<file path="config.mk">
export PLATFORM = sky130hd
export DESIGN_NAME = cks_clock_select
export DESIGN_NICKNAME = d
export VERILOG_FILES = /design/src/cks_pkg.sv /design/src/cks_clock_select.sv
export VERILOG_INCLUDE_DIRS = /design/src
export SDC_FILE = /design/constraint.sdc
export NUM_CORES = 1
export LEC_CHECK = 0
export ABC_AREA = 1
export BUFFER_PORTS_ARGS = -buffer_cell sky130_fd_sc_hd__buf_2
export CORE_UTILIZATION = 50
export CTS_CLUSTER_SIZE = 30
export DETAILED_ROUTE_END_ITERATION = 7
export GPL_TIMING_DRIVEN = 0
export PLACE_DENSITY = 0.85
export SYNTH_ARGS = -nofsm -noshare
export SYNTH_HDL_FRONTEND = slang
export SYNTH_SLANG_ARGS = --single-unit
</file>
<file path="constraint.sdc">
create_clock -name clock -period 2.9 [get_ports clock]
set_clock_uncertainty 0.2 [all_clocks]
set_input_delay 0.29 -clock clock [delete_from_list [all_inputs] [get_ports clock]]
set_output_delay 0.29 -clock clock [all_outputs]
set_load 0.1 [all_outputs]
</file>
<file path="src/cks_regs.svh">
// Register offsets, field positions, reset values and counts of the clock select block
`ifndef CKS_REGS_SVH
`define CKS_REGS_SVH

`define CKS_ADDR_W 16
`define CKS_MAIN_CLOCK_MODE_ADDR 16'hffa1
`define CKS_OSC_STAB_STATUS_ADDR 16'hffa3
`define CKS_OSC_STAB_SELECT_ADDR 16'hffa4

`define CKS_MAIN_SOURCE_SELECT_BIT 0
`define CKS_MAIN_SOURCE_STATUS_BIT 1
`define CKS_EXT_SOURCE_SELECT_BIT 2

`define CKS_MAIN_CLOCK_MODE_RST 8'h00
`define CKS_OSC_STAB_STATUS_RST 8'h00
`define CKS_OSC_STAB_SELECT_RST 8'h05

`define CKS_CNT_W 17
`define CKS_STAB_A_CYCLES 17'h00800
`define CKS_STAB_B_CYCLES 17'h02000
`define CKS_STAB_C_CYCLES 17'h04000
`define CKS_STAB_D_CYCLES 17'h08000
`define CKS_STAB_E_CYCLES 17'h10000

`endif

</file>
<file path="src/cks_pkg.sv">
// Types shared by the clock select and stabilization block
package cks_pkg;

  typedef enum logic [2:0] {
    CKS_WAIT_A = 3'b001,
    CKS_WAIT_B = 3'b010,
    CKS_WAIT_C = 3'b011,
    CKS_WAIT_D = 3'b100,
    CKS_WAIT_E = 3'b101
  } cks_wait_sel_t;

  typedef enum logic [1:0] {
    CKS_SRC_ALL_INTERNAL = 2'b00,
    CKS_SRC_PERIPH_EXT = 2'b10,
    CKS_SRC_ALL_EXT = 2'b11
  } cks_src_sel_t;

endpackage

</file>
<file path="src/cks_clock_select.sv">
// Main clock source select and X1 oscillation stabilization counter
`include "cks_regs.svh"

// Function
// RULE1: Source select bits route main and peripheral clocks: 0x internal, 10 split, 11 external.
// RULE2: Bit 1 of clock mode register reads 1 when main clock is external.
// RULE3: External-source select bit changes only once after each reset release.
// RULE4: Watchdog and low-speed timer H1 modes always use the low-speed oscillator.
// RULE5: Peripherals choosing an external source use it, except timer 00 count input.
// RULE6: Reset, STOP entry and oscillator stop clear counter and status to zero.
// RULE7: Status bits 4..0 set at 2^11, 2^13, 2^14, 2^15, 2^16 X1 cycles, sticky.
// RULE8: Counter stops at the selected wait time; later flags stay clear.
// RULE9: Only real X1 edges are counted; time before oscillation is not counted.
// RULE10: Wait codes 001..101 give 2^11, 2^13, 2^14, 2^15, 2^16; others prohibited.
// RULE11: With X1 as CPU clock, CPU is held after STOP release until wait ends.
// RULE12: Wait select register resets to 05h and takes only 8-bit writes.
// RULE13: Software programs wait select before STOP when X1 drives the CPU.
// RULE14: Software leaves wait select alone during a stabilization wait.
// RULE15: Software on internal clock polls status, never beyond the selected time.
// RULE16: Stabilization status register is read-only, readable by bit or byte.
// RULE17: X1 oscillator stops while the oscillator stop bit is 1, runs when 0.
// RULE18: Counter counts X1 edges upward from zero whenever X1 is enabled; the code halts it once the selected wait time is reached.
module cks_clock_select
  import cks_pkg::*;
(
  input wire logic clock,
  input wire logic rst_b,
  input wire logic [`CKS_ADDR_W-1:0] reg_addr,
  input wire logic reg_wr_byte,
  input wire logic reg_wr_bit,
  input wire logic [2:0] reg_bit_idx,
  input wire logic reg_bit_val,
  input wire logic [7:0] reg_wr_data,
  input wire logic reg_rd,
  output logic [7:0] reg_rd_data,
  input wire logic x1_clock,
  input wire logic x1_oscillator_stop,
  input wire logic stop_enter,
  input wire logic stop_release,
  input wire logic periph_ext_req,
  input wire logic periph_is_timer_count,
  input wire logic timer_h1_low_speed_mode,
  output logic x1_osc_enable,
  output logic main_clk_from_ext,
  output logic periph_clk_from_ext,
  output logic periph_clk_use_own_ext,
  output logic wdt_clk_low_speed,
  output logic timer_h1_clk_low_speed,
  output logic cpu_hold
);

  // Reset release through two flip-flops
  logic rst_meta_ff;
  logic rst_sync_ff;

  always_ff @(posedge clock or negedge rst_b) begin
    if (!rst_b) begin
      rst_meta_ff <= 1'b0;
      rst_sync_ff <= 1'b0;
    end else begin
      rst_meta_ff <= 1'b1;
      rst_sync_ff <= rst_meta_ff;
    end
  end

  wire logic rst_int_b = rst_sync_ff;

  // Reset images as named constants so that single fields can be selected
  localparam logic [7:0] MODE_RST = `CKS_MAIN_CLOCK_MODE_RST;
  localparam logic [7:0] SELECT_RST = `CKS_OSC_STAB_SELECT_RST;

  // Register decode
  wire logic hit_mode = (reg_addr == `CKS_MAIN_CLOCK_MODE_ADDR);
  wire logic hit_status = (reg_addr == `CKS_OSC_STAB_STATUS_ADDR);
  wire logic hit_select = (reg_addr == `CKS_OSC_STAB_SELECT_ADDR);

  // Main clock mode register
  logic main_source_select_ff;
  logic external_source_select_ff;
  logic ext_sel_locked_ff;
  logic main_source_status_ff;
  logic nxt_main_source_select;
  logic nxt_external_source_select;

  wire logic mode_bit_wr = hit_mode && reg_wr_bit;
  wire logic mode_byte_wr = hit_mode && reg_wr_byte;

  always_comb begin
    nxt_main_source_select = main_source_select_ff;
    nxt_external_source_select = external_source_select_ff;
    if (mode_byte_wr) begin
      nxt_main_source_select = reg_wr_data[`CKS_MAIN_SOURCE_SELECT_BIT];
      nxt_external_source_select = reg_wr_data[`CKS_EXT_SOURCE_SELECT_BIT];
    end else if (mode_bit_wr) begin
      if (reg_bit_idx == 3'(`CKS_MAIN_SOURCE_SELECT_BIT)) begin
        nxt_main_source_select = reg_bit_val;
      end
      if (reg_bit_idx == 3'(`CKS_EXT_SOURCE_SELECT_BIT)) begin
        nxt_external_source_select = reg_bit_val;
      end
    end
    // Later writes to the external select are dropped until reset
    if (ext_sel_locked_ff) begin
      nxt_external_source_select = external_source_select_ff; // RULE3
    end
  end

  wire logic ext_sel_changes =
    (nxt_external_source_select != external_source_select_ff);

  always_ff @(posedge clock or negedge rst_int_b) begin
    if (!rst_int_b) begin
      main_source_select_ff <= MODE_RST[`CKS_MAIN_SOURCE_SELECT_BIT];
      external_source_select_ff <= MODE_RST[`CKS_EXT_SOURCE_SELECT_BIT];
      ext_sel_locked_ff <= 1'b0;
    end else begin
      main_source_select_ff <= nxt_main_source_select;
      external_source_select_ff <= nxt_external_source_select;
      if (ext_sel_changes) begin
        ext_sel_locked_ff <= 1'b1; // RULE3
      end
    end
  end

  // Clock routing
  wire cks_src_sel_t src_sel =
    cks_src_sel_t'({external_source_select_ff, main_source_select_ff});
  wire logic main_ext = (src_sel == CKS_SRC_ALL_EXT); // RULE1
  wire logic periph_ext = external_source_select_ff; // RULE1

  always_ff @(posedge clock or negedge rst_int_b) begin
    if (!rst_int_b) begin
      main_source_status_ff <= 1'b0;
      main_clk_from_ext <= 1'b0;
      periph_clk_from_ext <= 1'b0;
    end else begin
      main_source_status_ff <= main_ext; // RULE2
      main_clk_from_ext <= main_ext; // RULE1
      periph_clk_from_ext <= periph_ext; // RULE1
    end
  end

  // Own external source wins, but timer count input stays on peripheral clock
  assign periph_clk_use_own_ext =
    periph_ext_req && !periph_is_timer_count; // RULE5
  assign wdt_clk_low_speed = 1'b1; // RULE4
  assign timer_h1_clk_low_speed = timer_h1_low_speed_mode; // RULE4
  assign x1_osc_enable = !x1_oscillator_stop; // RULE17

  // Wait time select register
  logic [2:0] stab_sel_ff;

  always_ff @(posedge clock or negedge rst_int_b) begin
    if (!rst_int_b) begin
      stab_sel_ff <= SELECT_RST[2:0]; // RULE12
    end else if (hit_select && reg_wr_byte) begin
      stab_sel_ff <= reg_wr_data[2:0]; // RULE12
    end
  end

  // Prohibited codes fall back to the longest wait
  logic [`CKS_CNT_W-1:0] wait_limit;

  always_comb begin
    unique case (stab_sel_ff)
      CKS_WAIT_A: wait_limit = `CKS_STAB_A_CYCLES; // RULE10
      CKS_WAIT_B: wait_limit = `CKS_STAB_B_CYCLES; // RULE10
      CKS_WAIT_C: wait_limit = `CKS_STAB_C_CYCLES; // RULE10
      CKS_WAIT_D: wait_limit = `CKS_STAB_D_CYCLES; // RULE10
      CKS_WAIT_E: wait_limit = `CKS_STAB_E_CYCLES; // RULE10
      default: wait_limit = `CKS_STAB_E_CYCLES;
    endcase
  end

  // X1 pin: three flip-flops, level accepted when the last two agree
  logic [2:0] x1_sync_ff;
  logic x1_level_ff;

  always_ff @(posedge clock or negedge rst_int_b) begin
    if (!rst_int_b) begin
      x1_sync_ff <= 3'h0;
      x1_level_ff <= 1'b0;
    end else begin
      x1_sync_ff <= {x1_sync_ff[1:0], x1_clock};
      if (x1_sync_ff[1] == x1_sync_ff[2]) begin
        x1_level_ff <= x1_sync_ff[2];
      end
    end
  end

  // A rising edge exists only once the oscillator truly runs
  wire logic x1_rise = x1_sync_ff[1] && x1_sync_ff[2] && !x1_level_ff; // RULE9

  // Stabilization counter
  logic [`CKS_CNT_W-1:0] stab_cnt_ff;

  wire logic stab_clear = stop_enter || x1_oscillator_stop; // RULE6
  wire logic stab_done = (stab_cnt_ff >= wait_limit); // RULE8
  wire logic stab_step = x1_rise && x1_osc_enable && !stab_done; // RULE18

  always_ff @(posedge clock or negedge rst_int_b) begin
    if (!rst_int_b) begin
      stab_cnt_ff <= '0; // RULE6
    end else if (stab_clear) begin
      stab_cnt_ff <= '0; // RULE6
    end else if (stab_step) begin
      stab_cnt_ff <= stab_cnt_ff + `CKS_CNT_W'(1); // RULE18
    end
  end

  // Thermometer status, earliest threshold in bit 4
  wire logic [`CKS_CNT_W-1:0] thresh [5] = '{
    `CKS_STAB_E_CYCLES, `CKS_STAB_D_CYCLES, `CKS_STAB_C_CYCLES,
    `CKS_STAB_B_CYCLES, `CKS_STAB_A_CYCLES
  };
  logic [4:0] stab_flags;

  genvar gi;
  generate
    for (gi = 0; gi < 5; gi++) begin : g_flag
      // Sticky because the counter never runs backwards
      assign stab_flags[gi] = (stab_cnt_ff >= thresh[gi]); // RULE7
    end
  endgenerate

  // CPU hold after STOP release while X1 drives the CPU
  logic stop_wait_ff;

  always_ff @(posedge clock or negedge rst_int_b) begin
    if (!rst_int_b) begin
      stop_wait_ff <= 1'b0;
    end else if (stop_release && main_source_status_ff) begin
      stop_wait_ff <= 1'b1; // RULE11
    end else if (stab_done) begin
      stop_wait_ff <= 1'b0; // RULE11
    end
  end

  assign cpu_hold = stop_wait_ff && !stab_done; // RULE11

  // Read path; status is read-only for both bit and byte reads
  logic [7:0] rd_mux;

  always_comb begin
    rd_mux = 8'h00;
    if (hit_mode) begin
      rd_mux = {5'h00, external_source_select_ff, main_source_status_ff,
                main_source_select_ff}; // RULE2
    end else if (hit_status) begin
      rd_mux = {3'h0, stab_flags}; // RULE16
    end else if (hit_select) begin
      rd_mux = {5'h00, stab_sel_ff};
    end
  end

  always_ff @(posedge clock or negedge rst_int_b) begin
    if (!rst_int_b) begin
      reg_rd_data <= 8'h00;
    end else if (reg_rd) begin
      reg_rd_data <= rd_mux;
    end
  end

endmodule // cks_clock_select

</file>
# Yosys cells after proc, flatten, opt, wreduce, memory -nomap -nowiden
# Cells that the tools add are included.
[word_totals] regBits=40 in_bits=40 out_inout_bits=15
[classes] add_sub_neg=1 magnitude_cmp=6 n_eq_ne=11 n_mux=15 reduce_logical=21
[op_table] operator="$pmux 17 s4" n=1
[op_table] operator="$eq 16x16->1 const B" n=3
[op_table] operator="$mux 17" n=2
[op_table] operator="$add 17x1->17 const B" n=1
[op_table] operator="$ge 17x12->1 const B" n=1
[op_table] operator="$ge 17x14->1 const B" n=1
[op_table] operator="$ge 17x15->1 const B" n=1
[op_table] operator="$ge 17x16->1 const B" n=1
[op_table] operator="$ge 17x17->1" n=1
[op_table] operator="$ge 17x17->1 const B" n=1
[op_table] operator="$mux 8" n=2
[op_table] operator="$logic_and 1x1->1" n=10
[op_table] operator="$eq 3x2->1 const B" n=3
[op_table] operator="$mux 1" n=9
[op_table] operator="$reduce_bool 2->1" n=4
[op_table] operator="$logic_not 1->1" n=4
[op_table] operator="$eq 3x1->1 const B" n=1
[op_table] operator="$eq 3x3->1 const B" n=1
[op_table] operator="$logic_not 3->1" n=1
[op_table] operator="$mux 3" n=1
[op_table] operator="$eq 2x2->1 const B" n=1
[op_table] operator="$reduce_and 2->1" n=1
[op_table] operator="$eq 1x1->1" n=1
[op_table] operator="$logic_or 1x1->1" n=1
[op_table] operator="$ne 1x1->1" n=1

# Depth between registers and ports, before layout
# Gate-level depths: netlist of run 1.
[depth] word_depth=7 ltp_mapped=12 mapped_depth_nobuf=11

# Worst setup path after synthesis of run 1
# Ideal clock, no wire load.
[synth_timing] kind="reg-to-output" startpoint="reg stab_sel_ff[0]" endpoint="out cpu_hold" t_arrival_ns=2.845 setup_slack_ns=-0.435 path_stages_with_launch=10 path_cell_list="dfstp_2 inv_1 nor3_1 nand3b_1 ha_1 a21oi_1 o21ai_0 nor2_2 nand2_1 nor2_1"
[synth_via] elab_chain_cells=5 elab_cells_between_ends=8 classes_between="order compare (1); eq/ne (4); mux (1); reduce/logical (2)"
[synth_lines] item="start: declaration" line="cks_clock_select.sv:151" rtl="logic [2:0] stab_sel_ff;"
[synth_lines] item="start signal: assignment" line="cks_clock_select.sv:155" rtl="stab_sel_ff <= SELECT_RST[2:0];"
[synth_lines] item="start signal: assignment" line="cks_clock_select.sv:157" rtl="stab_sel_ff <= reg_wr_data[2:0];"
[synth_lines] item="$eq 3x3->1, or another cell as far along" line="cks_clock_select.sv:165" rtl="unique case (stab_sel_ff)"
[synth_lines] item="$pmux 17 s4 *" line="cks_clock_select.sv:165"
[synth_lines] item="$ge 17x17->1 *" line="cks_clock_select.sv:198" rtl="wire logic stab_done = (stab_cnt_ff >= wait_limit);"
[synth_lines] item="$logic_not 1->1 *" line="cks_clock_select.sv:239" rtl="assign cpu_hold = stop_wait_ff && !stab_done;"
[synth_lines] item="$logic_and 1x1->1 *" line="cks_clock_select.sv:239"
[synth_lines] item="end: declaration" line="cks_clock_select.sv:49" rtl="output logic cpu_hold"
# Mark *: on every way between the ends. The rest lies on a longest branch, timed or not.

# Final worst setup path of run 1
# Ends and elaborated chain as after synthesis.

==> out/metrics.yaml, run 1 <==
die:
  initial_core_util: 0.521
  dieArea_um2: 5210
  die_x_um: 72.2
  die_y_um: 72.2
  ioPinCount: 55
  rows: 25
  core_area_um2: 4720
cells_and_area:
  final_common_cell: "nand2_1"
  syn2layout_area_growth_pct: 18.8
  layout.nets: 428
  final_cell_mix: "nand2_1 (81), buf_2 (44), inv_1 (40), dfrtp_1 (34), nor2_1 (33)"
  diodes: 0
  layout-drive-gt1-share: 0.268
setup_path:
  crit_path_start_kind: "flip-flop"
  cp_max_fo: 5
  arrival_ns: 2.26
  cp.required_ns: 2.41
  crit_type: "flip-flop to output pin"
  end_kind: "output pin"
sta:
  setup_tns_ns: 0
  finalMaxSlewViolations: 0
  tightestPinTransition_ns: 0.747
  finalHoldViolations: 0
  rsz0062_at_grt: "false"
  hold_ws_ns: 0.0162
  finalCritPeriodShare: 0.947
  relSlewSlack: 0.502
  setup_viol: 0
  layout_min_cycle_time_ns: 2.75
  max_freq_ghz: 0.364
yosys:
  syn_area_um2: 2460
  yosysWarningCount: 0
  synthCells: 323
  synth-seq-cells: 37
  avgSynthCellArea_um2: 7.62
  synth.distinct_cells: 33
  ys_seq_area_frac: 0.377
clock_tree:
  cts-root-buf: "clkbuf_8"
  clk_pin_slew_worst_paths_ns: 0.07
  h-tree-depth: 2
  cts_buffers: 5
  clkSinkCount: 37
  cts_buffer_depth: 2
  cts_tree: "done"
  clock_latency_ns: 0.29
drt:
  dr.pass1.iters: 4
  wl_per_cell_um: 11.6
  drt_iter0_markers: 123
  wl_um: 5200
  dr_total_vias: 2260
  drc: 0
  drtAntennaViolNets: 0
  vias_per_cell: 5.04
pwr:
  power_density_nw_per_um2: 358
  power_frac_clock: 0.360
  p_leak_nw: 1.47
  irDropWorstVdd_v: 0.000362
  p_seq_frac: 0.510
  combPwrFrac: 0.130
  p_sw_frac: 0.276
  internal_power_mw: 0.759
  p_sw_mw: 0.289
global_route:
  grtUsageTotal: 0.224
  grt_max_degree: 36
  antenna_found_initial: 0
  grt_pass1_vias: 2167
  globalRouteOverflowTotal: 0
  grt_pass1_wl_um: 9200
worst_hold_path:
  hold_path.class: "primary input to flip-flop"
placement:
  port_buffers: 44
  gp_congestion: 0.931
  dp.final_hpwl_um: 3930
run:
  cap_violations: 0
run_status:
  status: "complete, no violations"
what timing repair did:
action	CTS	global route
hold buffers	2	0
buffers inserted	0	1
gates resized for setup	4	2
pin swaps	0	1
endpoints found under the setup margin	1	1
hold endpoints to repair	3	0
synth_stat cells:
library cell,number,share of area
o21ai_2,9,0.032
nor2_2,1,0.0025
buf_6,4,0.018
conb_1,2,0.0030
nand3_2,6,0.024
nand3_4,1,0.0071
dfrtp_1,35,0.36
o21a_1,1,0.0030
clkinv_4,1,0.0036
nor2_4,2,0.0091
nand2_4,1,0.0046
xor2_1,13,0.046
nor2_1,34,0.052
nor3b_1,1,0.0030
nor3_2,2,0.0081
nand3b_1,1,0.0030
inv_1,40,0.061
nand4_1,6,0.015
mux2_2,1,0.0046
nand3b_2,1,0.0046
ha_1,8,0.041
a21oi_1,3,0.0061
nand2_2,6,0.015
o31ai_1,1,0.0030
dfstp_2,2,0.021
buf_4,5,0.015
o21ai_0,10,0.020
nand2_1,81,0.12
nor3_1,12,0.024
a211oi_2,1,0.0051
nand3_1,29,0.059
inv_2,2,0.0030
buf_2,1,0.0020
cells by family after synthesis:
| group | count (synthesis) | synth area share |
|---|---|---|
| buffers and inverters | 53 | 0.103 |
| flip-flops | 37 | 0.377 |
| other | 2 | 0.00305 |
| XOR/XNOR | 13 | 0.0462 |
| AO/OA/AOI/OAI | 25 | 0.0696 |
| adder cells (fa/ha/maj) | 8 | 0.0407 |
| AND/OR/NAND/NOR | 184 | 0.356 |
| multiplexers | 1 | 0.00457 |
per-layer routing:
layer / global-route usage / up-vias / routed length [um]
met5: 0 / - / 0
met4: 0.0697 / 0 / 75
met3: 0.0444 / 10 / 272
met2: 0.382 / 70 / 2480
met1: 0.288 / 1045 / 2380
li1: - / 1135 / -
registers in the layout, indices dropped and copies added, names as in the netlist:
| name | cells |
|---|---|
| ext_sel_locked_ff | 1 |
| external_source_select_ff | 1 |
| main_source_select_ff | 1 |
| main_source_status_ff | 1 |
| periph_clk_from_ext | 1 |
| reg_rd_data | 5 |
| rst_int_b | 1 |
| rst_meta_ff | 1 |
| stab_cnt_ff | 17 |
| stab_sel_ff | 3 |
| stop_wait_ff | 1 |
| x1_level_ff | 1 |
| x1_sync_ff | 3 |
power groups by stage:
stage	sequential (mW)	combinational, mW	clock [mW]
floorplan	0.542	0.0930	0
global placement	0.545	0.129	0
detailed placement	0.546	0.131	0
CTS	0.536	0.136	0.384
global route	0.537	0.146	0.403
finish	0.535	0.136	0.378
per-stage QoR:
| step | cells | utilization | power, mW | area, um^2 | setup WS (ns) |
|---|---|---|---|---|---|
| final | 448 | 0.619 | 1.05 | 2930 | 0.153 |
| after CTS | 447 | 0.616 | 1.05 | 2910 | 0.0522 |
| after global placement | 437 | 0.589 | 0.674 | 2780 | 0.147 |
| after global routing | 448 | 0.619 | 1.09 | 2930 | 0.0153 |
| after floorplan | 326 | - | 0.635 | 2480 | 0.0215 |
| after detailed placement | 437 | 0.589 | 0.677 | 2780 | 0.143 |
layout make-up:
type	instances	area, um^2
Clock inverter	2	13.8
Clock buffer	6	82.6
Tap cell	67	83.8
Inverter	43	166
Sequential cell	37	930
Fill cell	397	1800
Buffer	10	87.6
Multi-Input combinational cell	236	1300
Timing Repair Buffer	47	263
worst paths after layout:
check / start / slack [ns] / to / cells past startpoint
min in group asynchronous: rst_b / 0.10 / rst_int_b / 2
max in group asynchronous: rst_int_b / 1.89 / external_source_select_ff / 0
worst min register to register: rst_int_b / 0.14 / x1_sync_ff[2] / 0
worst max-delay path: stab_sel_ff[0] / 0.15 / cpu_hold / 10
worst max register to register: stab_sel_ff[0] / 0.37 / stab_cnt_ff[15] / 13
worst min-delay path: stop_release / 0.02 / stop_wait_ff / 3
worst max-delay path, stage by stage, from the launching register on:
cell and delay [ns]:
dfstp_2 0.58, inv_1 0.07, nor3_2 0.14, nand3b_1 0.14, ha_1 0.25, a21oi_1 0.15
o21ai_1 0.11, nor2_2 0.11, nand2_1 0.10, nor2_2 0.14, buf_12 0.19
Note: power is estimated with default switching activity, not from simulation.
==> run 2: changes to the inputs <==
==> constraint.sdc (replaced) <==
create_clock -name clock -period 2.9 [get_ports clock]
set_clock_uncertainty 0.2 [all_clocks]
set_input_delay 0.58 -clock clock [delete_from_list [all_inputs] [get_ports clock]]
set_output_delay 0.58 -clock clock [all_outputs]
set_load 0.1 [all_outputs]
==> out/metrics.yaml, run 2 (synthesis results as in run 1) <==
sta:
  setup_tns_ns: -0.125  # -0.125 ns
  layout_min_cycle_time_ns: 3.02  # +0.278 ns
  setup_viol: 1  # +1
  finalHoldViolations: 0  # unchanged
  hold_ws_ns: 0.148  # +0.132 ns
  tightestPinTransition_ns: 0.759  # +0.0120 ns
  rsz0062_at_grt: "true"
  finalMaxSlewViolations: 0  # unchanged
  timing.final.ws_setup_ns: -0.125  # -0.278 ns
  relSlewSlack: 0.494  # -0.00801
  finalCritPeriodShare: 1.04  # +0.0957
  max_freq_ghz: 0.331  # -9.2%
run_status:
  status: "complete, but fails checks"
  violations: "negative setup slack"
global_route:
  antenna_found_initial: 0  # unchanged
  grt_max_degree: 36  # unchanged
  grt_pass1_wl_um: 9550  # +3.8%
  globalRouteOverflowTotal: 0  # unchanged
  grtUsageTotal: 0.235  # +0.0110
  grt_pass1_vias: 2170  # +0.14%
die:
  die_x_um: 72.2  # unchanged
  rows: 25  # unchanged
  dieArea_um2: 5210  # unchanged
  initial_core_util: 0.521  # unchanged
  die_y_um: 72.2  # unchanged
  core_area_um2: 4720  # unchanged
  ioPinCount: 55  # unchanged
clock_tree:
  cts_buffers: 5  # unchanged
  clock_latency_ns: 0.30  # about the same
  clk_pin_slew_worst_paths_ns: 0.08  # about the same
  cts_buffer_depth: 2  # unchanged
  h-tree-depth: 2  # unchanged
  cts_tree: "done"
  cts-root-buf: "clkbuf_8"
  clkSinkCount: 37  # unchanged
placement:
  port_buffers: 44  # unchanged
  dp.cells: 437  # unchanged
  gp_congestion: 0.902  # -3.1%
  dp.final_hpwl_um: 4040  # +2.8%
setup_path:
  arrival_ns: 2.24  # -0.02 ns
  cp_max_fo: 4  # -1
  critPathLaunch: "stab_sel_ff[0]"
  end_kind: "output pin"
  crit_path_start_kind: "flip-flop"
  cp.required_ns: 2.12  # -0.29 ns
  crit_type: "flip-flop to output pin"
  worstReg2RegStart: "stab_sel_ff[0]"
drt:
  vias_per_cell: 5.07  # +0.52%
  drt_iter0_markers: 202  # +64%
  dr.pass1.iters: 4  # unchanged
  wl_per_cell_um: 12.3  # +6.0%
  drtAntennaViolNets: 0  # unchanged
  wl_um: 5540  # +6.4%
  drc: 0  # unchanged
  dr_total_vias: 2282  # +0.97%
cells_and_area:
  final_common_cell: "nand2_1"
  syn2layout_area_growth_pct: 20.1
  diodes: 0  # unchanged
  largest_reg_flops: 17  # unchanged
  stdcell_count: 450  # +0.45%
  reg_top3: "stab_cnt_ff x17, reg_rd_data x5"
  layout.nets: 430  # +0.47%
  regMostFlops: "stab_cnt_ff"
  layout-drive-gt1-share: 0.282  # +0.0143
  final_cell_mix: "nand2_1 (80), buf_2 (44), inv_1 (40), dfrtp_1 (34), nor2_1 (33)"
pwr:
  power_density_nw_per_um2: 352  # -1.7%
  irDropWorstVdd_v: 0.000303  # -16%
  p_leak_nw: 1.47  # +0.18%
run:
  cap_violations: 0  # unchanged
worst_hold_path:
  hold_path.class: "flip-flop to asynchronous set/reset pin"
==> run 2: layout make-up <==
| cell class | count | area [um^2] |
|---|---|---|
| sequential | 37 | 930 |
| inverter | 43 | 166 |
| multi-input combinational | 236 | 1320 |
| timing repair buffer | 49 | 275 |
| fill | 401 | 1770 |
| clock buffer | 5 | 68.8 |
| tap | 67 | 83.8 |
| clock inverter | 3 | 22.5 |
| buffer | 10 | 87.6 |
==> run 2: report_power, final <==
part / total [mW] / internal [mW] / leakage, nW / switching [mW]
Sequential: 0.535 / 0.522 / 0.474 / 0.0124
Combinational: 0.136 / 0.0437 / 0.948 / 0.0924
Clock: 0.371 / 0.170 / 0.0481 / 0.200
==> run 2: timing repair <==
item	CTS	global route
resized for setup	9	0
hold buffers	1	0
pin swaps	4	0
endpoints found under the setup margin	1	1
endpoints found under the hold margin	2	0
setup buffers	4	0
==> run 2: per-layer routing <==
layer | vias to the layer above | routed length [um] | part of all wire | global-route usage
met4 | 0 | 46 | 0.0083 | 0.0523
met2 | 61 | 2760 | 0.50 | 0.416
met5 | - | 0 | 0 | 0
met1 | 1081 | 2490 | 0.45 | 0.303
met3 | 5 | 241 | 0.044 | 0.0375
li1 | 1135 | - | - | -
==> run 2: final timing paths <==
path / to / slack (ns) / depth (start not counted)
worst min register to register: stab_cnt_ff[11] / 0.15 / 0
worst max-delay path: cpu_hold / -0.12 / 10
max in group asynchronous: stab_cnt_ff[8] / 1.87 / 0
min in group clock: rst_int_b / 0.17 / 0
worst min-delay path: stab_cnt_ff[11] / 0.15 / 0
worst max register to register: stab_cnt_ff[13] / 0.32 / 13
==> run 2: through the flow <==
stage                     area [um^2]  worst slack (ns)   util  power [mW]
after floorplan                  2480            0.0166      -       0.635
after global placement           2790            -0.168  0.590       0.674
after detailed placement         2790            -0.210  0.590       0.678
after CTS                        2960           -0.0681  0.626        1.05
after global routing             2960            -0.203  0.626        1.08
final                            2960            -0.125  0.626        1.04
==> run 2: critical path, stage by stage (launching register included) <==
cell	delay [ns]
dfstp_2	0.56
inv_1	0.07
nor3_2	0.19
nand3b_1	0.17
ha_4	0.22
a21oi_2	0.12
o21ai_1	0.09
nor2_2	0.13
nand2_2	0.10
nor2_4	0.12
buf_12	0.18
